$ cat config.mk
export PLATFORM = sky130hd
export DESIGN_NAME = dgio_regs
export DESIGN_NICKNAME = d
export VERILOG_FILES = /design/src/hdl/dgio_pkg.sv /design/src/hdl/dgio_sync.sv /design/src/hdl/dgio_regs.sv
export SDC_FILE = /design/constraint.sdc
export NUM_CORES = 1
export LEC_CHECK = 0
export BUFFER_PORTS_ARGS = -buffer_cell sky130_fd_sc_hd__buf_2
export CAP_MARGIN = 15
export CORE_MARGIN = 8
export CORE_UTILIZATION = 45
export CTS_BUF_LIST = sky130_fd_sc_hd__clkbuf_8
export CTS_CLUSTER_DIAMETER = 100
export DETAILED_ROUTE_END_ITERATION = 7
export GPL_ROUTABILITY_DRIVEN = 0
export PLACE_DENSITY = 0.75
export SETUP_SLACK_MARGIN = 0.5
export SYNTH_ARGS = -nofsm -noshare
export SYNTH_HDL_FRONTEND = slang
export SYNTH_SLANG_ARGS = --single-unit
$ cat constraint.sdc
create_clock -name mclk -period 1.5 [get_ports mclk]
set_input_delay 0.075 -clock mclk [delete_from_list [all_inputs] [get_ports mclk]]
set_output_delay 0.075 -clock mclk [all_outputs]
set_load 0.02 [all_outputs]
$ cat src/hdl/dgio_pkg.sv
/*
  Package for the display general I/O register bank: port addresses,
  field positions, reset values and the bus/control carriers.
  Assumes an 8-bit host I/O port bus with a 16-bit port address.
*/
package dgio_pkg;

  localparam logic [15:0] PORT_OUT_CTRL_WR = 16'h03C2;
  localparam logic [15:0] PORT_OUT_CTRL_RD = 16'h03CC;
  localparam logic [15:0] PORT_STATUS_ZERO = 16'h03C2;
  localparam logic [15:0] PORT_FEATURE = 16'h03CA;
  localparam logic [15:0] PORT_STAT1_MONO = 16'h03BA;
  localparam logic [15:0] PORT_STAT1_COLOR = 16'h03DA;
  localparam logic [15:0] PORT_CRT_TIMING_CONTROLLER_IDX_MONO = 16'h03B4;
  localparam logic [15:0] PORT_CRT_TIMING_CONTROLLER_DAT_MONO = 16'h03B5;
  localparam logic [15:0] PORT_CRT_TIMING_CONTROLLER_IDX_COLOR = 16'h03D4;
  localparam logic [15:0] PORT_CRT_TIMING_CONTROLLER_DAT_COLOR = 16'h03D5;

  localparam int OC_COLOR_BIT = 0;
  localparam int OC_RAM_EN_BIT = 1;
  localparam int OC_CLK_LO_BIT = 2;
  localparam int OC_CLK_HI_BIT = 3;
  localparam int OC_PAGE_BIT = 5;
  localparam int OC_HPOL_BIT = 6;
  localparam int OC_VPOL_BIT = 7;
  localparam logic [7:0] OC_WR_MASK = 8'hEF;
  localparam logic [7:0] FC_WR_MASK = 8'hF8;

  localparam int S0_SENSE_BIT = 4;
  localparam int S0_VINT_BIT = 7;
  localparam int S1_DE_BIT = 0;
  localparam int S1_VR_BIT = 3;

  localparam logic [7:0] OUT_CTRL_RESET = 8'h00;
  localparam logic [7:0] FEATURE_RESET = 8'h00;
  localparam logic [2:0] SYNC_RESET = 3'h0;

  typedef enum logic [1:0] {
    DGIO_HEIGHT_RSVD = 2'b00,
    DGIO_HEIGHT_400 = 2'b01,
    DGIO_HEIGHT_350 = 2'b10,
    DGIO_HEIGHT_480 = 2'b11
  } dgio_height_t;

  typedef struct packed {
    logic rd;
    logic wr;
    logic [15:0] addr;
    logic [7:0] wdata;
  } dgio_bus_t;

  typedef struct packed {
    logic [1:0] clock_source_select_lines;
    logic color_decode;
    logic mem_decode_en;
    logic page_high;
    logic hsync_neg;
    logic vsync_neg;
    dgio_height_t height;
  } dgio_ctrl_t;

endpackage

$ cat src/hdl/dgio_sync.sv
/*
  Three-stage synchroniser for one asynchronous level.
  Assumes mclk domain; the output changes once stages two and three agree.
*/
`timescale 1ns/10ps
`default_nettype none
module dgio_sync
  import dgio_pkg::*;
(
  input wire logic mclk,
  input wire logic reset,
  input wire logic async_in,
  output logic sync_out
);

  logic [2:0] stage_q;

  always_ff @(posedge mclk or posedge reset) begin
    if (reset) begin
      stage_q <= SYNC_RESET;
    end else begin
      stage_q <= {stage_q[1:0], async_in};
    end
  end

  always_ff @(posedge mclk or posedge reset) begin
    if (reset) begin
      sync_out <= 1'b0;
    end else if (stage_q[1] == stage_q[2]) begin
      sync_out <= stage_q[2];
    end
  end

endmodule
`default_nettype wire

$ cat src/hdl/dgio_regs.sv
/*
  Display general I/O register bank: output control, two status
  registers and feature control, reached over the host I/O port bus.
  Assumes single-cycle rd/wr strobes in the mclk domain; sense, retrace
  and interrupt inputs are asynchronous, pixel outputs are on mclk.
*/
// Contract
// - output control bit 0 moves status-1 port between 3BA and 3DA.
// - output control bit 1 enables host display-memory decode.
// - output control bits 3,2 drive the clock-source select lines.
// - output control bit 5 picks low or high 64 Kbyte odd/even page.
// - bits 6,7 set sync polarities; pair 7:6 encodes monitor height.
// - reads at 3C2 return status zero; output control reads elsewhere.
// - status zero bit 4 shows the sense switch chosen by clock select.
// - status zero bit 7 is low while retrace interrupt is pending.
// - status one bit 0 is high during horizontal or vertical retrace.
// - status one bit 3 is high during vertical retrace.
// - status one bits 5:4 return a pixel pair chosen by the mux field.
// - feature control writes at 3CA and status-1 port, reads only at 3CA; bits 2-0 reserved.
// - memory decode never stalls on retrace; writes accepted anytime.
// - timing controller ports decode at 3B4/5 or 3D4/5 by bit 0.
`timescale 1ns/10ps
`default_nettype none
module dgio_regs
  import dgio_pkg::*;
(
  input wire logic mclk,
  input wire logic reset,
  input wire dgio_bus_t bus,
  output logic [7:0] rdata,
  output logic rdata_valid,
  input wire logic [3:0] sense_switches,
  input wire logic vretrace_irq_pending,
  input wire logic display_blank,
  input wire logic vretrace,
  input wire logic [7:0] attr_pixels,
  input wire logic [1:0] diagnostic_pixel_select,
  input wire logic host_mem_req,
  output logic host_mem_decode,
  output logic crt_timing_controller_idx_sel,
  output logic crt_timing_controller_dat_sel,
  output dgio_ctrl_t ctrl
);

  logic [7:0] out_ctrl_q;
  logic [7:0] feature_q;
  logic [7:0] rdata_d;
  logic hit_d;
  logic [3:0] sense_sync;
  logic irq_sync;
  logic blank_sync;
  logic vr_sync;
  logic [15:0] stat1_port;
  logic sel_sense;
  logic [1:0] diag_pair;

  genvar g;
  generate
    for (g = 0; g < 4; g++) begin : g_sense
      dgio_sync u_sense (
        .mclk(mclk),
        .reset(reset),
        .async_in(sense_switches[g]),
        .sync_out(sense_sync[g])
      );
    end
  endgenerate

  dgio_sync u_irq (
    .mclk(mclk),
    .reset(reset),
    .async_in(vretrace_irq_pending),
    .sync_out(irq_sync)
  );

  dgio_sync u_blank (
    .mclk(mclk),
    .reset(reset),
    .async_in(display_blank),
    .sync_out(blank_sync)
  );

  dgio_sync u_vr (
    .mclk(mclk),
    .reset(reset),
    .async_in(vretrace),
    .sync_out(vr_sync)
  );

  function automatic logic [1:0] diag_mux(input logic [7:0] p,
                                          input logic [1:0] s);
    logic [1:0] r;
    r = 2'b00;
    case (s)
      2'b00: r = {p[2], p[0]};
      2'b01: r = {p[5], p[4]};
      2'b10: r = {p[3], p[1]};
      default: r = {p[7], p[6]};
    endcase
    return r;
  endfunction

  // status-1 and feature alias follow the emulation bit
  assign stat1_port = out_ctrl_q[OC_COLOR_BIT] ? PORT_STAT1_COLOR
                                               : PORT_STAT1_MONO;
  assign sel_sense = sense_sync[out_ctrl_q[OC_CLK_HI_BIT:OC_CLK_LO_BIT]];
  assign diag_pair = diag_mux(attr_pixels, diagnostic_pixel_select);

  always_ff @(posedge mclk or posedge reset) begin
    if (reset) begin
      out_ctrl_q <= OUT_CTRL_RESET;
    end else if (bus.wr && bus.addr == PORT_OUT_CTRL_WR) begin
      out_ctrl_q <= bus.wdata & OC_WR_MASK;
    end
  end

  always_ff @(posedge mclk or posedge reset) begin
    if (reset) begin
      feature_q <= FEATURE_RESET;
    end else if (bus.wr && (bus.addr == PORT_FEATURE ||
                            bus.addr == stat1_port)) begin
      feature_q <= bus.wdata & FC_WR_MASK;
    end
  end

  always_comb begin
    rdata_d = 8'h00;
    hit_d = 1'b0;
    if (bus.addr == PORT_STATUS_ZERO) begin
      hit_d = 1'b1;
      rdata_d[S0_SENSE_BIT] = sel_sense;
      rdata_d[S0_VINT_BIT] = ~irq_sync;
    end else if (bus.addr == PORT_OUT_CTRL_RD) begin
      hit_d = 1'b1;
      rdata_d = out_ctrl_q;
    end else if (bus.addr == stat1_port) begin
      hit_d = 1'b1;
      rdata_d[S1_DE_BIT] = blank_sync | vr_sync;
      rdata_d[S1_VR_BIT] = vr_sync;
      rdata_d[5:4] = diag_pair;
    end else if (bus.addr == PORT_FEATURE) begin
      hit_d = 1'b1;
      rdata_d = feature_q;
    end
  end

  always_ff @(posedge mclk or posedge reset) begin
    if (reset) begin
      rdata <= 8'h00;
      rdata_valid <= 1'b0;
    end else begin
      rdata <= bus.rd ? rdata_d : 8'h00;
      rdata_valid <= bus.rd & hit_d;
    end
  end

  // memory decode depends only on the enable bit, never on retrace
  assign host_mem_decode = host_mem_req & out_ctrl_q[OC_RAM_EN_BIT];

  always_comb begin
    crt_timing_controller_idx_sel = 1'b0;
    crt_timing_controller_dat_sel = 1'b0;
    if (out_ctrl_q[OC_COLOR_BIT]) begin
      crt_timing_controller_idx_sel = bus.addr == PORT_CRT_TIMING_CONTROLLER_IDX_COLOR;
      crt_timing_controller_dat_sel = bus.addr == PORT_CRT_TIMING_CONTROLLER_DAT_COLOR;
    end else begin
      crt_timing_controller_idx_sel = bus.addr == PORT_CRT_TIMING_CONTROLLER_IDX_MONO;
      crt_timing_controller_dat_sel = bus.addr == PORT_CRT_TIMING_CONTROLLER_DAT_MONO;
    end
  end

  always_comb begin
    ctrl.clock_source_select_lines =
      out_ctrl_q[OC_CLK_HI_BIT:OC_CLK_LO_BIT];
    ctrl.color_decode = out_ctrl_q[OC_COLOR_BIT];
    ctrl.mem_decode_en = out_ctrl_q[OC_RAM_EN_BIT];
    ctrl.page_high = out_ctrl_q[OC_PAGE_BIT];
    ctrl.hsync_neg = out_ctrl_q[OC_HPOL_BIT];
    ctrl.vsync_neg = out_ctrl_q[OC_VPOL_BIT];
    ctrl.height = dgio_height_t'(out_ctrl_q[OC_VPOL_BIT:OC_HPOL_BIT]);
  end

  oc_write_a: assert property (@(posedge mclk) disable iff (reset)
    bus.wr && bus.addr == PORT_OUT_CTRL_WR |=>
      ctrl.clock_source_select_lines == $past(bus.wdata[3:2]) &&
      ctrl.page_high == $past(bus.wdata[5]))
    else $error("output control write not reflected");
  stat1_port_a: assert property (@(posedge mclk) disable iff (reset)
    bus.rd && bus.addr == PORT_STAT1_COLOR && !ctrl.color_decode |=>
      !rdata_valid)
    else $error("colour status port answered in mono mode");
  mem_gate_a: assert property (@(posedge mclk) disable iff (reset)
    !ctrl.mem_decode_en |-> !host_mem_decode)
    else $error("memory decoded while disabled");
  page_bit_a: assert property (@(posedge mclk) disable iff (reset)
    bus.wr && bus.addr == PORT_OUT_CTRL_WR && bus.wdata[5] |=> ctrl.page_high)
    else $error("page bit not set");
  height_enc_a: assert property (@(posedge mclk) disable iff (reset)
    ctrl.height == dgio_height_t'({ctrl.vsync_neg, ctrl.hsync_neg}))
    else $error("height encoding mismatch");
  stat0_read_a: assert property (@(posedge mclk) disable iff (reset)
    bus.rd && bus.addr == PORT_STATUS_ZERO |=>
      rdata_valid && rdata[3:0] == 4'h0 && rdata[6:5] == 2'h0)
    else $error("status zero read wrong");
  sense_sel_a: assert property (@(posedge mclk) disable iff (reset)
    bus.rd && bus.addr == PORT_STATUS_ZERO |=> rdata[4] == $past(sel_sense))
    else $error("sense bit wrong");
  vint_low_a: assert property (@(posedge mclk) disable iff (reset)
    bus.rd && bus.addr == PORT_STATUS_ZERO |=> rdata[7] == !$past(irq_sync))
    else $error("interrupt bit polarity wrong");
  retrace_bits_a: assert property (@(posedge mclk) disable iff (reset)
    bus.rd && bus.addr == stat1_port && !bus.wr |=>
      rdata[0] == $past(blank_sync | vr_sync) && rdata[3] == $past(vr_sync))
    else $error("retrace bits wrong");
  diag_pair_a: assert property (@(posedge mclk) disable iff (reset)
    bus.rd && bus.addr == stat1_port |=> rdata[5:4] == $past(diag_pair))
    else $error("diagnostic pair wrong");
  feat_rsvd_a: assert property (@(posedge mclk) disable iff (reset)
    feature_q[2:0] == 3'h0 && out_ctrl_q[4] == 1'b0)
    else $error("reserved bit set");

  stat0_rd_c: cover property (@(posedge mclk) disable iff (reset)
    bus.rd && bus.addr == PORT_STATUS_ZERO);
  color_mode_c: cover property (@(posedge mclk) disable iff (reset)
    ctrl.color_decode && bus.rd && bus.addr == PORT_STAT1_COLOR);
  mem_dec_c: cover property (@(posedge mclk) disable iff (reset)
    host_mem_decode && vr_sync);

endmodule
`default_nettype wire

# [Yosys cells after proc, flatten, opt, wreduce, memory -nomap -nowiden]
# Cells that the tools add are included.
[word_totals] reg_bits=49 latch_bits=0 mem_bits_rw=0 rom_bits=0 inputBits=46 n_memories=0
[op_classes] n_addsub=0 multipliers=0 div_mod_pow=0 order_cmp=1 n_eq_ne=17 n_shift=0 mux=21 n_bitwise=4 n_reduce_logical=4
[ops] cell="16-bit by 10-bit equality test with 1-bit output, second input constant" count=7
[ops] cell="8-bit 2-to-1 mux" count=3
[ops] cell="16-bit by 10-bit equality test with 1-bit output" count=1
[ops] cell="1-bit 2-to-1 mux" count=10
[ops] cell="1-bit equality test" count=7
[ops] cell="7-bit 2-to-1 mux" count=1
[ops] cell="2-bit 2-to-1 mux" count=3
[ops] cell="2-bit one-hot mux with 3 select lines" count=1
[ops] cell="4-bit 2-to-1 mux" count=1
[ops] cell="2-bit by 3-bit < comparator with 1-bit output, second input constant" count=1
[ops] cell="3-bit 2-to-1 mux" count=1
[ops] cell="1-bit bitwise AND" count=2
[ops] cell="1-bit binary-select mux with 2-bit select" count=1
[ops] cell="2-bit by 1-bit equality test with 1-bit output, second input constant" count=1
[ops] cell="2-bit equality test, second input constant" count=1
[ops] cell="1-bit logical AND" count=2
[ops] cell="2-bit logical NOT" count=1
[ops] cell="1-bit logical OR" count=1
[ops] cell="1-bit NOT" count=1
[ops] cell="1-bit bitwise OR" count=1

# [Longest topological paths before layout]
# Gate-level depths: netlist of the first run.
[depth] ltp_word=6 mapped_depth=5 ltp_nobuf=4

# [Cells and area by module]
# A second synthesis of the first run with hierarchy kept.
[hier_totals] cells_unflattened=146 area_unflattened_um2=2089.5
[by_module_without_submodules] module="dgio_regs" n_inst=1 cells_per_inst=104 area_each_um2=1283.7
[by_module_without_submodules] module="dgio_sync" n_inst=7 cells_per_inst=6 area_each_um2=115.1

# [Worst setup path before layout of the first run]
# Ideal clock, no wire load.
[synth_timing] path_kind="reg2reg" startpoint="reg out_ctrl_q[0]" endpoint="reg feature_q[3]" setup_ns=0.128 arrival_time_ns=1.462 t_required_ns=1.372 slack_ns=-0.090 stages_incl_launch_ff=6 path_buffers=1 cell_sequence="dfrtp_1 -> nand4bb_1 -> o21ai_0 -> and4_1 -> buf_2 -> mux2_1"
[synth_between] elab_chain_len=4
[synth_lines] element="from (decl)" line="dgio_regs.sv:45" text="logic [7:0] out_ctrl_q;"
[synth_lines] element="from (signal assigned)" line="dgio_regs.sv:113" text="out_ctrl_q <= bus.wdata & OC_WR_MASK;"
[synth_lines] element="7-bit 2-to-1 mux" line="dgio_regs.sv:104" text="assign stat1_port = out_ctrl_q[OC_COLOR_BIT] ? PORT_STAT1_COLOR"
[synth_lines] element="16-bit by 10-bit equality test with 1-bit output" line="dgio_regs.sv:121" text="bus.addr == stat1_port)) begin"
[synth_lines] element="1-bit logical OR" line="dgio_regs.sv:120" text="end else if (bus.wr && (bus.addr == PORT_FEATURE ||"
[synth_lines] element="1-bit logical AND" line="dgio_regs.sv:120"
[synth_lines] element="to (signal assigned)" line="dgio_regs.sv:122" text="feature_q <= bus.wdata & FC_WR_MASK;"
[synth_lines] element="to (decl)" line="dgio_regs.sv:46" text="logic [7:0] feature_q;"
# Every way passes these cells.
# A chain may end at the register's enable or synchronous reset.

# [Final worst setup path of the first run]
[layout_timing] startpoint="reg out_ctrl_q[0]" endpoint="out crt_timing_controller_idx_sel"
[layout_between] elab_chain_len=1
[layout_lines] element="1-bit 2-to-1 mux" line="dgio_regs.sv:163" text="if (out_ctrl_q[OC_COLOR_BIT]) begin"
[layout_lines] element="to (decl)" line="dgio_regs.sv:40" text="output logic crt_timing_controller_idx_sel,"
# Every way passes these cells.

==> results of run 1 <==
==> layer usage <==
metal,GRT usage (%),share of wire (%),routed length [microns],vias up
met2,23.8,51,2590,41
met1,15.6,42,2100,780
met4,4.71,0.84,42,0
met5,0,0,0,-
li1,-,-,-,748
met3,4.98,6.0,300,5
==> cell families (layout without fill, tap and decap cells) <==
logic type | Yosys count | in the layout | share of synthesized area, %
AND/OR/NAND/NOR | 50 | 50 | 18.2
multiplexers | 15 | 15 | 11.2
adder cells (fa/ha/maj) | 7 | 7 | 3.41
AO/OA/AOI/OAI | 18 | 18 | 5.91
flip-flops | 49 | 49 | 59.8
buffers and inverters | 6 | 109 | 1.52
==> registers in the layout, indices dropped and copies added, names as in the netlist, 3 cells and up <==
signal,count
g_sense.u_sense.sync_out,4
feature_q,5
rdata,8
u_irq.stage_q,3
u_vr.stage_q,3
out_ctrl_q,7
g_sense.u_sense.stage_q,12
u_blank.stage_q,3
==> repair_timing <==
item | CTS | global route
hold buffers | 10 | 0
endpoints found under the hold margin | 58 | 0
gates resized for setup | 21 | 15
setup buffers | 5 | 4
setup endpoints to repair | 25 | 31
pin swaps | 5 | 8
==> final cells by class <==
type / count / share of cell area [%]
Clock inverter: 3 / 0.754
Inverter: 2 / 0.377
Timing Repair Buffer: 99 / 22.7
Sequential cell: 49 / 41.2
Clock buffer: 5 / 2.30
Multi-Input combinational cell: 90 / 30.5
Tap cell: 52 / 2.18
==> metrics by stage <==
step                      setup WS, ns  instances
after floorplan                 0.0295        145
after detailed placement        -0.157        273
after CTS                       -0.147        296
after global routing            -0.248        300
final                           -0.149        300
after global placement          -0.138        273
==> worst paths after layout <==
check                           slack (ns)                       endpoint                           from  cells past startpoint
worst max-delay path                 -0.15  crt_timing_controller_idx_sel                  out_ctrl_q[0]                      6
worst min-delay path                 0.003                   feature_q[4]                         bus[4]                      2
worst max register to register       -0.09                   feature_q[5]                  out_ctrl_q[0]                      7
worst min register to register        0.35  g_sense[1].u_sense.stage_q[1]  g_sense[1].u_sense.stage_q[0]                      0
max in group asynchronous             0.89                  out_ctrl_q[0]                          reset                      4
min in group asynchronous             0.38  g_sense[3].u_sense.stage_q[0]                          reset                      4
==> power breakdown <==
part / internal [mW] / total, mW / leakage (nW) / switching, mW
sequential: 1.37 / 1.39 / 0.615 / 0.0236
combinational: 0.131 / 0.242 / 0.809 / 0.110
clock: 0.331 / 0.773 / 0.0481 / 0.442
==> worst max-delay path, delay by kind of cell (launching register included) <==
family / cells / cell delay [ns]
AND/OR/NAND/NOR: 4 / 0.64
flip-flops: 1 / 0.41
buffers and inverters: 2 / 0.22
==> cells in the mapped netlist (all sizes together), types with 3 or more instances <==
cell	count
a21oi	7
and2	4
and3	5
and4	3
buf	3
dfrtp	49
maj3	7
mux2	12
mux4	3
nand3	6
nand4bb	3
nor2	5
nor2b	3
nor3b	3
o211ai	3
==> summary.md, run 1 <==
| Metric | Value |
|---|---|
| Status | complete, but fails checks |
| Failing checks | negative setup slack |
| Measured slew at the worst slew-check pin | approximately 0.43 ns |
| Final wirelength | between 5000 and 6000 microns |
| Unique masters post-synth | 42 |
| WL/cell | approximately 17 microns |
| Total CTS buffers | 5 |
| Unrepaired setup endpoints after global routing | true |
| Sequential fraction of the synthesis area | 59.8% |
| Number of synthesized flops with an enable pin | 0 |
| Placed cell areas | ~2600 sq um |
| Max Clock Skew | 0.00307 ns |
| CP Capture Type | primary output |
| Mapped Area | slightly above 2000 sq um |
| CP arrival | around 1.6 ns |
| Tot GR Track Use | between 10% and 20% |
| Final core utilization | slightly below 70% |
| Root Buffer | clkbuf_8 |
| Crit-path cells | buf_6 > nand4b_1 > nand2_2 > and4_1 > nor2b_4 > buf_6 |
| Power Total | between 2 and 2.5 mW |
| Min-Delay Path Class | input port to register |
| Via count | roughly 1.6k |
| Sum Neg Setup Slack | -0.777 ns |
| CTS tree | done |
| Pins Over Slew Limit | 0 |
| # diodes | 0 |
| Filler Cells Inserted | 320 |
| Top_reg_cell synth | dfrtp_1 |
| Initial antenna violation count | 0 |
| Finished Cell Area | between 2000 and 3000 sq um |
| Final hold vios | 0 |
| Max Cap Viol | 0 |
| Slew margin rel. | a little under three quarters |
| Crit path launch type | register |
| Syn_area_per_cell | roughly 14 sq um |
| Area of the die | ~7000 sq um |
| Synth top area share | 59.8% |
| Row cnt | 24 |
| Initial DRC Count | roughly 110 |
| Setup ws final | -0.149 ns |
| Area contributors post-synth | dfrtp_1, mux2_4, maj3_1, mux4_2, mux2_1 |
| Post-DRT Antenna Nets | 0 |
| Vias per Instance | around 5.2 |
| CTS Sinks | slightly below 50 |
| Worst skew pair latency | around 0.30 ns |
| Commonest non-fill, non-tap cell in the layout | buf_2 |
| Slowest CP cell | dfrtp_2 |
| Post-layout minimum cycle time | between 1.5 and 2 ns |
| First-pass GRT wire length | ~8000 microns |
| Max incr delay on CP | a little over 0.4 ns |
| Clock-pin slew on the worst setup and hold paths | 0.09 ns |
| Ports | 67 |
| Post-synth ARST share | 100% |
| Multi-input logic area | 911 sq um |
| WS Path Type | register to primary output |
| Critical Path RT | 1.42 ns |
| Period utilisation layout | 110% |
| Most frequent CP cell | buf_6 |
| CP Max Fanout | 4 |
| Worst VDD drop | roughly 0.00074 V |
| CTS max path bufs | 2 |
| Fraction of layout cells with a size suffix above 1 | 54.8% |
| Gate Count Post-Synth | 145 |
| Seq cells post-synth | between 40 and 50 |
| Grt total ovfl | 0 |
| # DRC | 0 |
| Syn Nets | around 190 |
| Min Hold Slack | 0.00267 ns |
| Seq. cell area | ~1200 sq um |
| Power density over the cells | approximately 800 nW/um^2 |
| Area leader, netlist | dfrtp_1 |
| Port Buffers | 66 |
| Max Clock Freq | approximately 610 MHz |
| Final #Nets | 293 |
| Most frequent cells in the layout | buf_2, dfrtp_1, buf_4, mux2_4, buf_6 |
| H-tree levels | 2 |
| Vias in the first global route | about 1.7k |
| Starting Density | a little under half |
| TritonRoute pass-1 iters | 4 |
| Die height | between 80 and 90 microns |
| Hpwl dp | 3660 microns |
| YS warnings | 0 |
| Chip width | 83.5 microns |
| Core area | 4380 sq um |
| Pleak | around 1.5 nW |
| Area grow syn2layout | 45.6% |
| Final setup vio count | 10 |
| Largest net degree at the start of global routing | 50 |
Power figures use the tool's default switching activity.
==> run 2, diff against run 1 <==
Settings changed: CORE_MARGIN 8 to not set, CTS_CLUSTER_DIAMETER 100 to not set, SYNTH_HIERARCHICAL set to 1.
==> summary.md, run 2 <==
| Metric | Value |
|---|---|
| Worst VDD drop | 0.000836 V (+13%) |
| WL/cell | 15.7 microns (-6.6%) |
| Internal Power | 2.02 mW (+10%) |
| Starting Density | 47.3% (+0.53 points) |
| Failing checks | negative setup slack |
| Crit path launch type | register |
| CTS Sinks | 49 (unchanged) |
| First-pass GRT wire length | 7250 microns (-9.5%) |
| Number of synthesized flops with an enable pin | 0 (unchanged) |
| YS warnings | 6 (+6) |
| Worst reg2reg path endpoint | feature_q[3] |
| Biggest register | g_sense.u_sense/stage_q |
| Finished Cell Area | 3030 sq um (+1.4%) |
| Seq cells post-synth | 49 (unchanged) |
| Root Buffer | clkbuf_8 |
| Ports | 67 (unchanged) |
| Tot GR Track Use | 19.6% (+5.7 points) |
| Clock power frac | 36.8% (+4.7 points) |
| Final wirelength | 4740 microns (-5.7%) |
| Clock-pin slew on the worst setup and hold paths | 0.09 ns (about the same) |
| Measured slew at the worst slew-check pin | 0.498 ns (+0.0725 ns) |
| CTS max path bufs | 2 (unchanged) |
| Vias per Instance | 5.13 (-2.2%) |
| Pins Over Slew Limit | 0 (unchanged) |
| Synth top area share | 58.7% (-1.1 points) |
| Port Buffers | 66 (unchanged) |
| H-tree levels | 2 (unchanged) |
| Max reg flops | 12 (unchanged) |
| Initial DRC Count | 107 (-1.8%) |
| TritonRoute pass-1 iters | 4 (unchanged) |
| Net Sw Power | 0.585 mW (+1.6%) |
| Worst skew pair latency | 0.30 ns (about the same) |
| Top flop regs | g_sense.u_sense/stage_q (12), rdata (8), out_ctrl_q (7) |
| Pleak | 1.52 nW (+3.4%) |
| Top_reg_cell synth | dfrtp_1 |
| Die height | 70.1 microns (-16%) |
| Syn_area_per_cell | 14.3 sq um (+1.1%) |
| Max Clock Skew | 0.00417 ns (+0.00110 ns) |
| CTS tree | done |
| WS Path Type | register to primary output |
| # DRC | 0 (unchanged) |
| Max incr delay on CP | 0.43 ns (+0.02 ns) |
| Max Clock Freq | 600 MHz (-1.1%) |
| Post-DRT Antenna Nets | 0 (unchanged) |
| Grt total ovfl | 0 (unchanged) |
| Worst Hold End | feature_q[4] |
| Total CTS buffers | 5 (unchanged) |
| Critical Path RT | 1.42 ns (about the same) |
| Reg power frac | 53.5% (-4.3 points) |
| Final #Nets | 296 (+1.0%) |
| Mapped Area | 2090 sq um (+1.8%) |
| Area of the die | 4920 sq um (-29%) |
| Switching part of the total | 22.5% (-1.5 points) |
| Sequential fraction of the synthesis area | 58.7% (-1.1 points) |
| Syn Nets | 192 (+0.52%) |
| Crit-path cells | or3b_4 > a21oi_4 > nand2_1 > nor2_2 > buf_6 |
| Row cnt | 24 (unchanged) |
| Area grow syn2layout | 45.0% |
| # diodes | 0 (unchanged) |
| Chip width | 70.1 microns (-16%) |
| Most frequent cells after synthesis | dfrtp_1, inv_1, maj3_2, mux2_4 |
| Unique masters post-synth | 45 (+7.1%) |
| Fraction of layout cells with a size suffix above 1 | 57.0% (+2.1 points) |
| Filler Cells Inserted | 319 (-0.31%) |
| Placed cell areas | 2630 sq um (+1.4%) |
| Final setup vio count | 11 (+1) |
| Final core utilization | 68.7% (+0.50 points) |
| R2R depth | 4 (-3) |
| CP Capture Type | primary output |
| Area leader, netlist | dfrtp_1 |
| Slowest CP cell | dfrtp_2 |
| Power density over the cells | 859 nW/um^2 (+6.7%) |
| Period utilisation layout | 111% (+1.2 points) |
| Setup ws final | -0.167 ns (-0.0181 ns) |
| Max Cap Viol | 0 (unchanged) |
| Post-synth ARST share | 100% (unchanged) |
| CP Max Fanout | 3 (-1) |
| Slew margin rel. | 66.3% (-4.9 points) |
| Via count | 1554 (-1.3%) |
| Most common cell in the synthesized netlist | dfrtp_1 |
| Power Total | 2.60 mW (+8.2%) |
| Largest net degree at the start of global routing | 22 (-56%) |
| Post-layout minimum cycle time | 1.67 ns (+0.0181 ns) |
| Register-to-register setup slack | -0.17 ns (-0.08 ns) |
| Reg-to-Reg Start | out_ctrl_q[0] |
| Gate Count Post-Synth | 146 (+0.69%) |
| Final hold vios | 0 (unchanged) |
| Status | complete, but fails checks |
| CP arrival | 1.59 ns (+0.02 ns) |
| Min-Delay Path Class | input port to register |
| Area contributors post-synth | dfrtp_1, mux2_4, maj3_2, mux4_2, inv_1 |
| Hpwl dp | 3380 microns (-7.6%) |
| Hold path start | bus[4] |
| Unrepaired setup endpoints after global routing | true |
| Initial antenna violation count | 0 (unchanged) |
| Vias in the first global route | 1559 (-9.5%) |
| Core area | 4410 sq um (+0.68%) |
| Most frequent cells in the layout | buf_2, dfrtp_1, buf_4, buf_6, mux2_4 |
| Worst hold path depth | 2 (unchanged) |
| Logic pwr share | 9.7% (-0.3 points) |
| Commonest non-fill, non-tap cell in the layout | buf_2 |
==> run 2: metrics by stage <==
step | hold WS (ns) | setup TNS (ns) | instances | setup slack, ns
3_5_place_dp | 0.0378 | -2.35 | 278 | -0.179
4_1_cts | 0.000788 | -1.27 | 300 | -0.194
2_1_floorplan | -0.159 | -0.0288 | 146 | -0.00494
5_1_grt | 0.00639 | -1.93 | 303 | -0.254
6_report | 0.00618 | -1.19 | 303 | -0.167
3_3_place_gp | 0.0367 | -1.69 | 278 | -0.146
==> run 2: worst max-delay path by stage <==
stage                        startpoint                             to  slack, ns  cells past startpoint
after global routing      out_ctrl_q[0]  crt_timing_controller_idx_sel      -0.25                      5
after CTS                 out_ctrl_q[0]  crt_timing_controller_dat_sel      -0.19                      4
final                     out_ctrl_q[0]  crt_timing_controller_idx_sel      -0.17                      5
after detailed placement         bus[8]                  out_ctrl_q[2]      -0.18                      5
after global placement           bus[8]                  out_ctrl_q[0]      -0.15                      5
after floorplan                  bus[8]                  out_ctrl_q[0]     -0.005                      4
==> run 2: cell families (layout without fill, tap and decap cells) <==
| family | Yosys count | count (layout) | synth area share [%] |
|---|---|---|---|
| flops | 49 | 49 | 58.7 |
| fa+ha+maj | 7 | 7 | 3.77 |
| simple gates | 42 | 42 | 15.9 |
| compound gates | 19 | 19 | 7.49 |
| buf+inv | 13 | 118 | 2.69 |
| mux | 16 | 16 | 11.4 |
==> run 2: worst max-delay path, delay by kind of cell, from the launching register on <==
kind	cells	cell delay, ns
simple gates	3	0.60
compound gates	1	0.15
flops	1	0.43
buf+inv	1	0.12
==> run 2: layout make-up <==
| cell class | count | area [sq um] | area share [%] |
|---|---|---|---|
| Sequential cell | 49 | 1230 | 40.6 |
| Multi-Input combinational cell | 84 | 882 | 29.1 |
| Timing Repair Buffer | 100 | 698 | 23.0 |
| Clock buffer | 5 | 68.8 | 2.27 |
| Tap cell | 52 | 65.1 | 2.15 |
| Clock inverter | 3 | 48.8 | 1.61 |
| Inverter | 10 | 37.5 | 1.24 |
==> run 2: power groups by stage <==
stage | Sequential [mW] | Combinational, mW | Clock (mW)
global placement | 1.42 | 0.211 | 0
detailed placement | 1.42 | 0.214 | 0
CTS | 1.39 | 0.245 | 0.984
global route | 1.40 | 0.276 | 1.04
floorplan | 1.41 | 0.0956 | 0
finish | 1.39 | 0.253 | 0.959
==> run 2: what timing repair did <==
action | CTS | global route
hold buffers | 10 | 0
pin swaps | 2 | 6
setup buffers | 4 | 3
endpoints found under the setup margin | 26 | 31
hold endpoints to repair | 58 | 0
gates resized for setup | 18 | 17
==> run 2: routing by layer <==
layer  vias up  wire (microns)  track usage, %
li1        741               -               -
met1       746            1990            23.9
met2        58            2430            34.0
met3         9             240            4.91
met4         0              82            6.67
met5         -               0               0
==> run 3, diff against run 2 <==
Settings changed: RECOVER_POWER set to 50.
==> summary.md, run 3 (same netlist as run 2, synthesis figures left out) <==
| Metric | Value |
|---|---|
| Status | complete, but fails checks |
| Failing checks | negative setup slack |
| Initial DRC Count | 110 (+2.8%) |
| Slew margin rel. | 65.6% (-0.73 points) |
| Placed cell areas | 2630 sq um (unchanged) |
| # diodes | 0 (unchanged) |
| Post-layout minimum cycle time | 1.67 ns (-0.000299 ns) |
| Crit-path cells | or3b_4 > a21oi_4 > nand2_1 > nor2_2 > buf_6 |
| Worst skew pair latency | 0.30 ns (about the same) |
| Fraction of layout cells with a size suffix above 1 | 56.6% (-0.40 points) |
| Starting Density | 47.3% (unchanged) |
| Switching part of the total | 22.4% (-0.080 points) |
| Critical Path RT | 1.42 ns (about the same) |
| WL/cell | 15.7 microns (+0.19%) |
| Net Sw Power | 0.582 mW (-0.53%) |
| Post-DRT Antenna Nets | 0 (unchanged) |
| Logic pwr share | 9.7% (about the same) |
| # DRC | 0 (unchanged) |
| Tot GR Track Use | 19.6% (unchanged) |
| Area of the die | 4920 sq um (unchanged) |
| CTS max path bufs | 2 (unchanged) |
| CTS tree | done |
| Worst VDD drop | 0.000836 V (about the same) |
| Hold path start | bus[4] |
| Measured slew at the worst slew-check pin | 0.509 ns (+0.0109 ns) |
| Min Hold Slack | 0.00832 ns (+0.00214 ns) |
| H-tree levels | 2 (unchanged) |
| TritonRoute pass-1 iters | 4 (unchanged) |
| CP Max Fanout | 3 (unchanged) |
| Port Buffers | 66 (unchanged) |
| Filler Cells Inserted | 320 (+0.31%) |
| Die height | 70.1 microns (unchanged) |
| Pleak | 1.52 nW (-0.22%) |
| Crit path launch type | register |
| Total CTS buffers | 5 (unchanged) |
| First-pass GRT wire length | 7250 microns (unchanged) |
| WS Path Type | register to primary output |
| Max Clock Freq | 600 MHz (about the same) |
| Reg power frac | 53.6% (about the same) |
| Final setup vio count | 11 (unchanged) |
| Ports | 67 (unchanged) |
| Unrepaired setup endpoints after global routing | true |
| Grt total ovfl | 0 (unchanged) |
| Max Cap Viol | 0 (unchanged) |
| Largest net degree at the start of global routing | 22 (unchanged) |
| Reg-to-Reg Start | out_ctrl_q[0] |
| Final wirelength | 4750 microns (+0.19%) |
| Max reg flops | 12 (unchanged) |
| Slowest CP cell | dfrtp_2 |
| Pins Over Slew Limit | 0 (unchanged) |
| Chip width | 70.1 microns (unchanged) |
| Sum Neg Setup Slack | -1.21 ns (-0.0146 ns) |
| Max incr delay on CP | 0.43 ns (about the same) |
| CTS Sinks | 49 (unchanged) |
| Period utilisation layout | 111% (about the same) |
| Hpwl dp | 3380 microns (unchanged) |
| Power density over the cells | 859 nW/um^2 (about the same) |
| Final hold vios | 0 (unchanged) |
| CP Capture Type | primary output |
| Vias in the first global route | 1559 (unchanged) |
| Vias per Instance | 5.14 (+0.19%) |
| Final #Nets | 296 (unchanged) |
| Crit path from | out_ctrl_q[0] |
| CP arrival | 1.59 ns (about the same) |
| Row cnt | 24 (unchanged) |
| Via count | 1557 (+0.19%) |
| Clock-pin slew on the worst setup and hold paths | 0.09 ns (about the same) |
| Top flop regs | g_sense.u_sense/stage_q (12), rdata (8), out_ctrl_q (7) |
| Biggest register | g_sense.u_sense/stage_q |
| Max Clock Skew | 0.00416 ns (-0.0000109 ns) |
| Root Buffer | clkbuf_8 |
| Core area | 4410 sq um (unchanged) |
| Commonest non-fill, non-tap cell in the layout | buf_2 |
| Setup ws final | -0.166 ns (+0.000299 ns) |
| Clock power frac | 36.7% (about the same) |
| Finished Cell Area | 3030 sq um (-0.12%) |
| Most frequent cells in the layout | buf_2, dfrtp_1, buf_4, buf_6, mux2_4 |
| Internal Power | 2.02 mW (about the same) |
| Initial antenna violation count | 0 (unchanged) |
| Min-Delay Path Class | input port to register |
| Area grow syn2layout | 44.9% |
==> run 3: cell count changes in the layout (fill, tap and decap cells not counted), sizes merged <==
| cell | before | now |
|---|---|---|
| buf | 90 | 88 |
| clkbuf | 5 | 7 |
==> run 3: layout make-up <==
class | instances | area (sq um) | area share (%)
clock buffer | 5 | 68.8 | 2.27
inverter | 10 | 37.5 | 1.24
sequential | 49 | 1230 | 40.6
clock inverter | 3 | 48.8 | 1.61
tap | 52 | 65.1 | 2.15
multi-input combinational | 84 | 882 | 29.1
timing repair buffer | 100 | 694 | 22.9
==> run 3: power by group through the flow <==
stage	Sequential, mW	Combinational, mW	Clock [mW]
global placement	1.42	0.211	0
CTS	1.39	0.245	0.984
finish	1.39	0.252	0.955
detailed placement	1.42	0.214	0
floorplan	1.41	0.0956	0
global route	1.40	0.275	1.04
==> run 3: path summary, 6_finish.rpt <==
path | endpoint | slack (ns) | depth (start not counted)
min in group asynchronous | u_vr/stage_q[0] | 0.32 | 3
min reg2reg | g_sense[1].u_sense/stage_q[1] | 0.36 | 0
min | feature_q[4] | 0.008 | 2
max in group asynchronous | out_ctrl_q[7] | 0.56 | 4
max reg2reg | feature_q[3] | -0.16 | 4
max | crt_timing_controller_idx_sel | -0.17 | 5
==> run 3: routing by layer <==
| metal | vias up | share of wire, % | track usage, % |
|---|---|---|---|
| li1 | 739 | - | - |
| met1 | 748 | 42 | 23.9 |
| met2 | 59 | 51 | 34.0 |
| met5 | - | 0 | 0 |
| met3 | 11 | 5.1 | 4.91 |
| met4 | 0 | 2.0 | 6.67 |
==> run 3: repair_timing <==
item	in CTS	in global routing
pin swaps	2	6
hold buffers	10	0
hold endpoints to repair	58	0
endpoints found under the setup margin	26	31
buffers inserted	4	3
gates resized for setup	18	17
==> run 3: worst max-delay path, delay by kind of cell, from the launching register on <==
family	cells	cell delay, ns
AOI/OAI and AO/OA	1	0.15
buffers and inverters	1	0.12
DFF	1	0.43
and+or+nand+nor	3	0.60
==> run 3: through the flow <==
stage | setup WS (ns) | util [%] | power (mW) | std cells
global placement | -0.146 | 59.5 | 1.63 | 278
floorplan | -0.00494 | - | 1.51 | 146
CTS | -0.194 | 66.7 | 2.62 | 300
detailed placement | -0.179 | 59.5 | 1.63 | 278
finish | -0.166 | 68.6 | 2.60 | 303
global route | -0.254 | 68.6 | 2.71 | 303
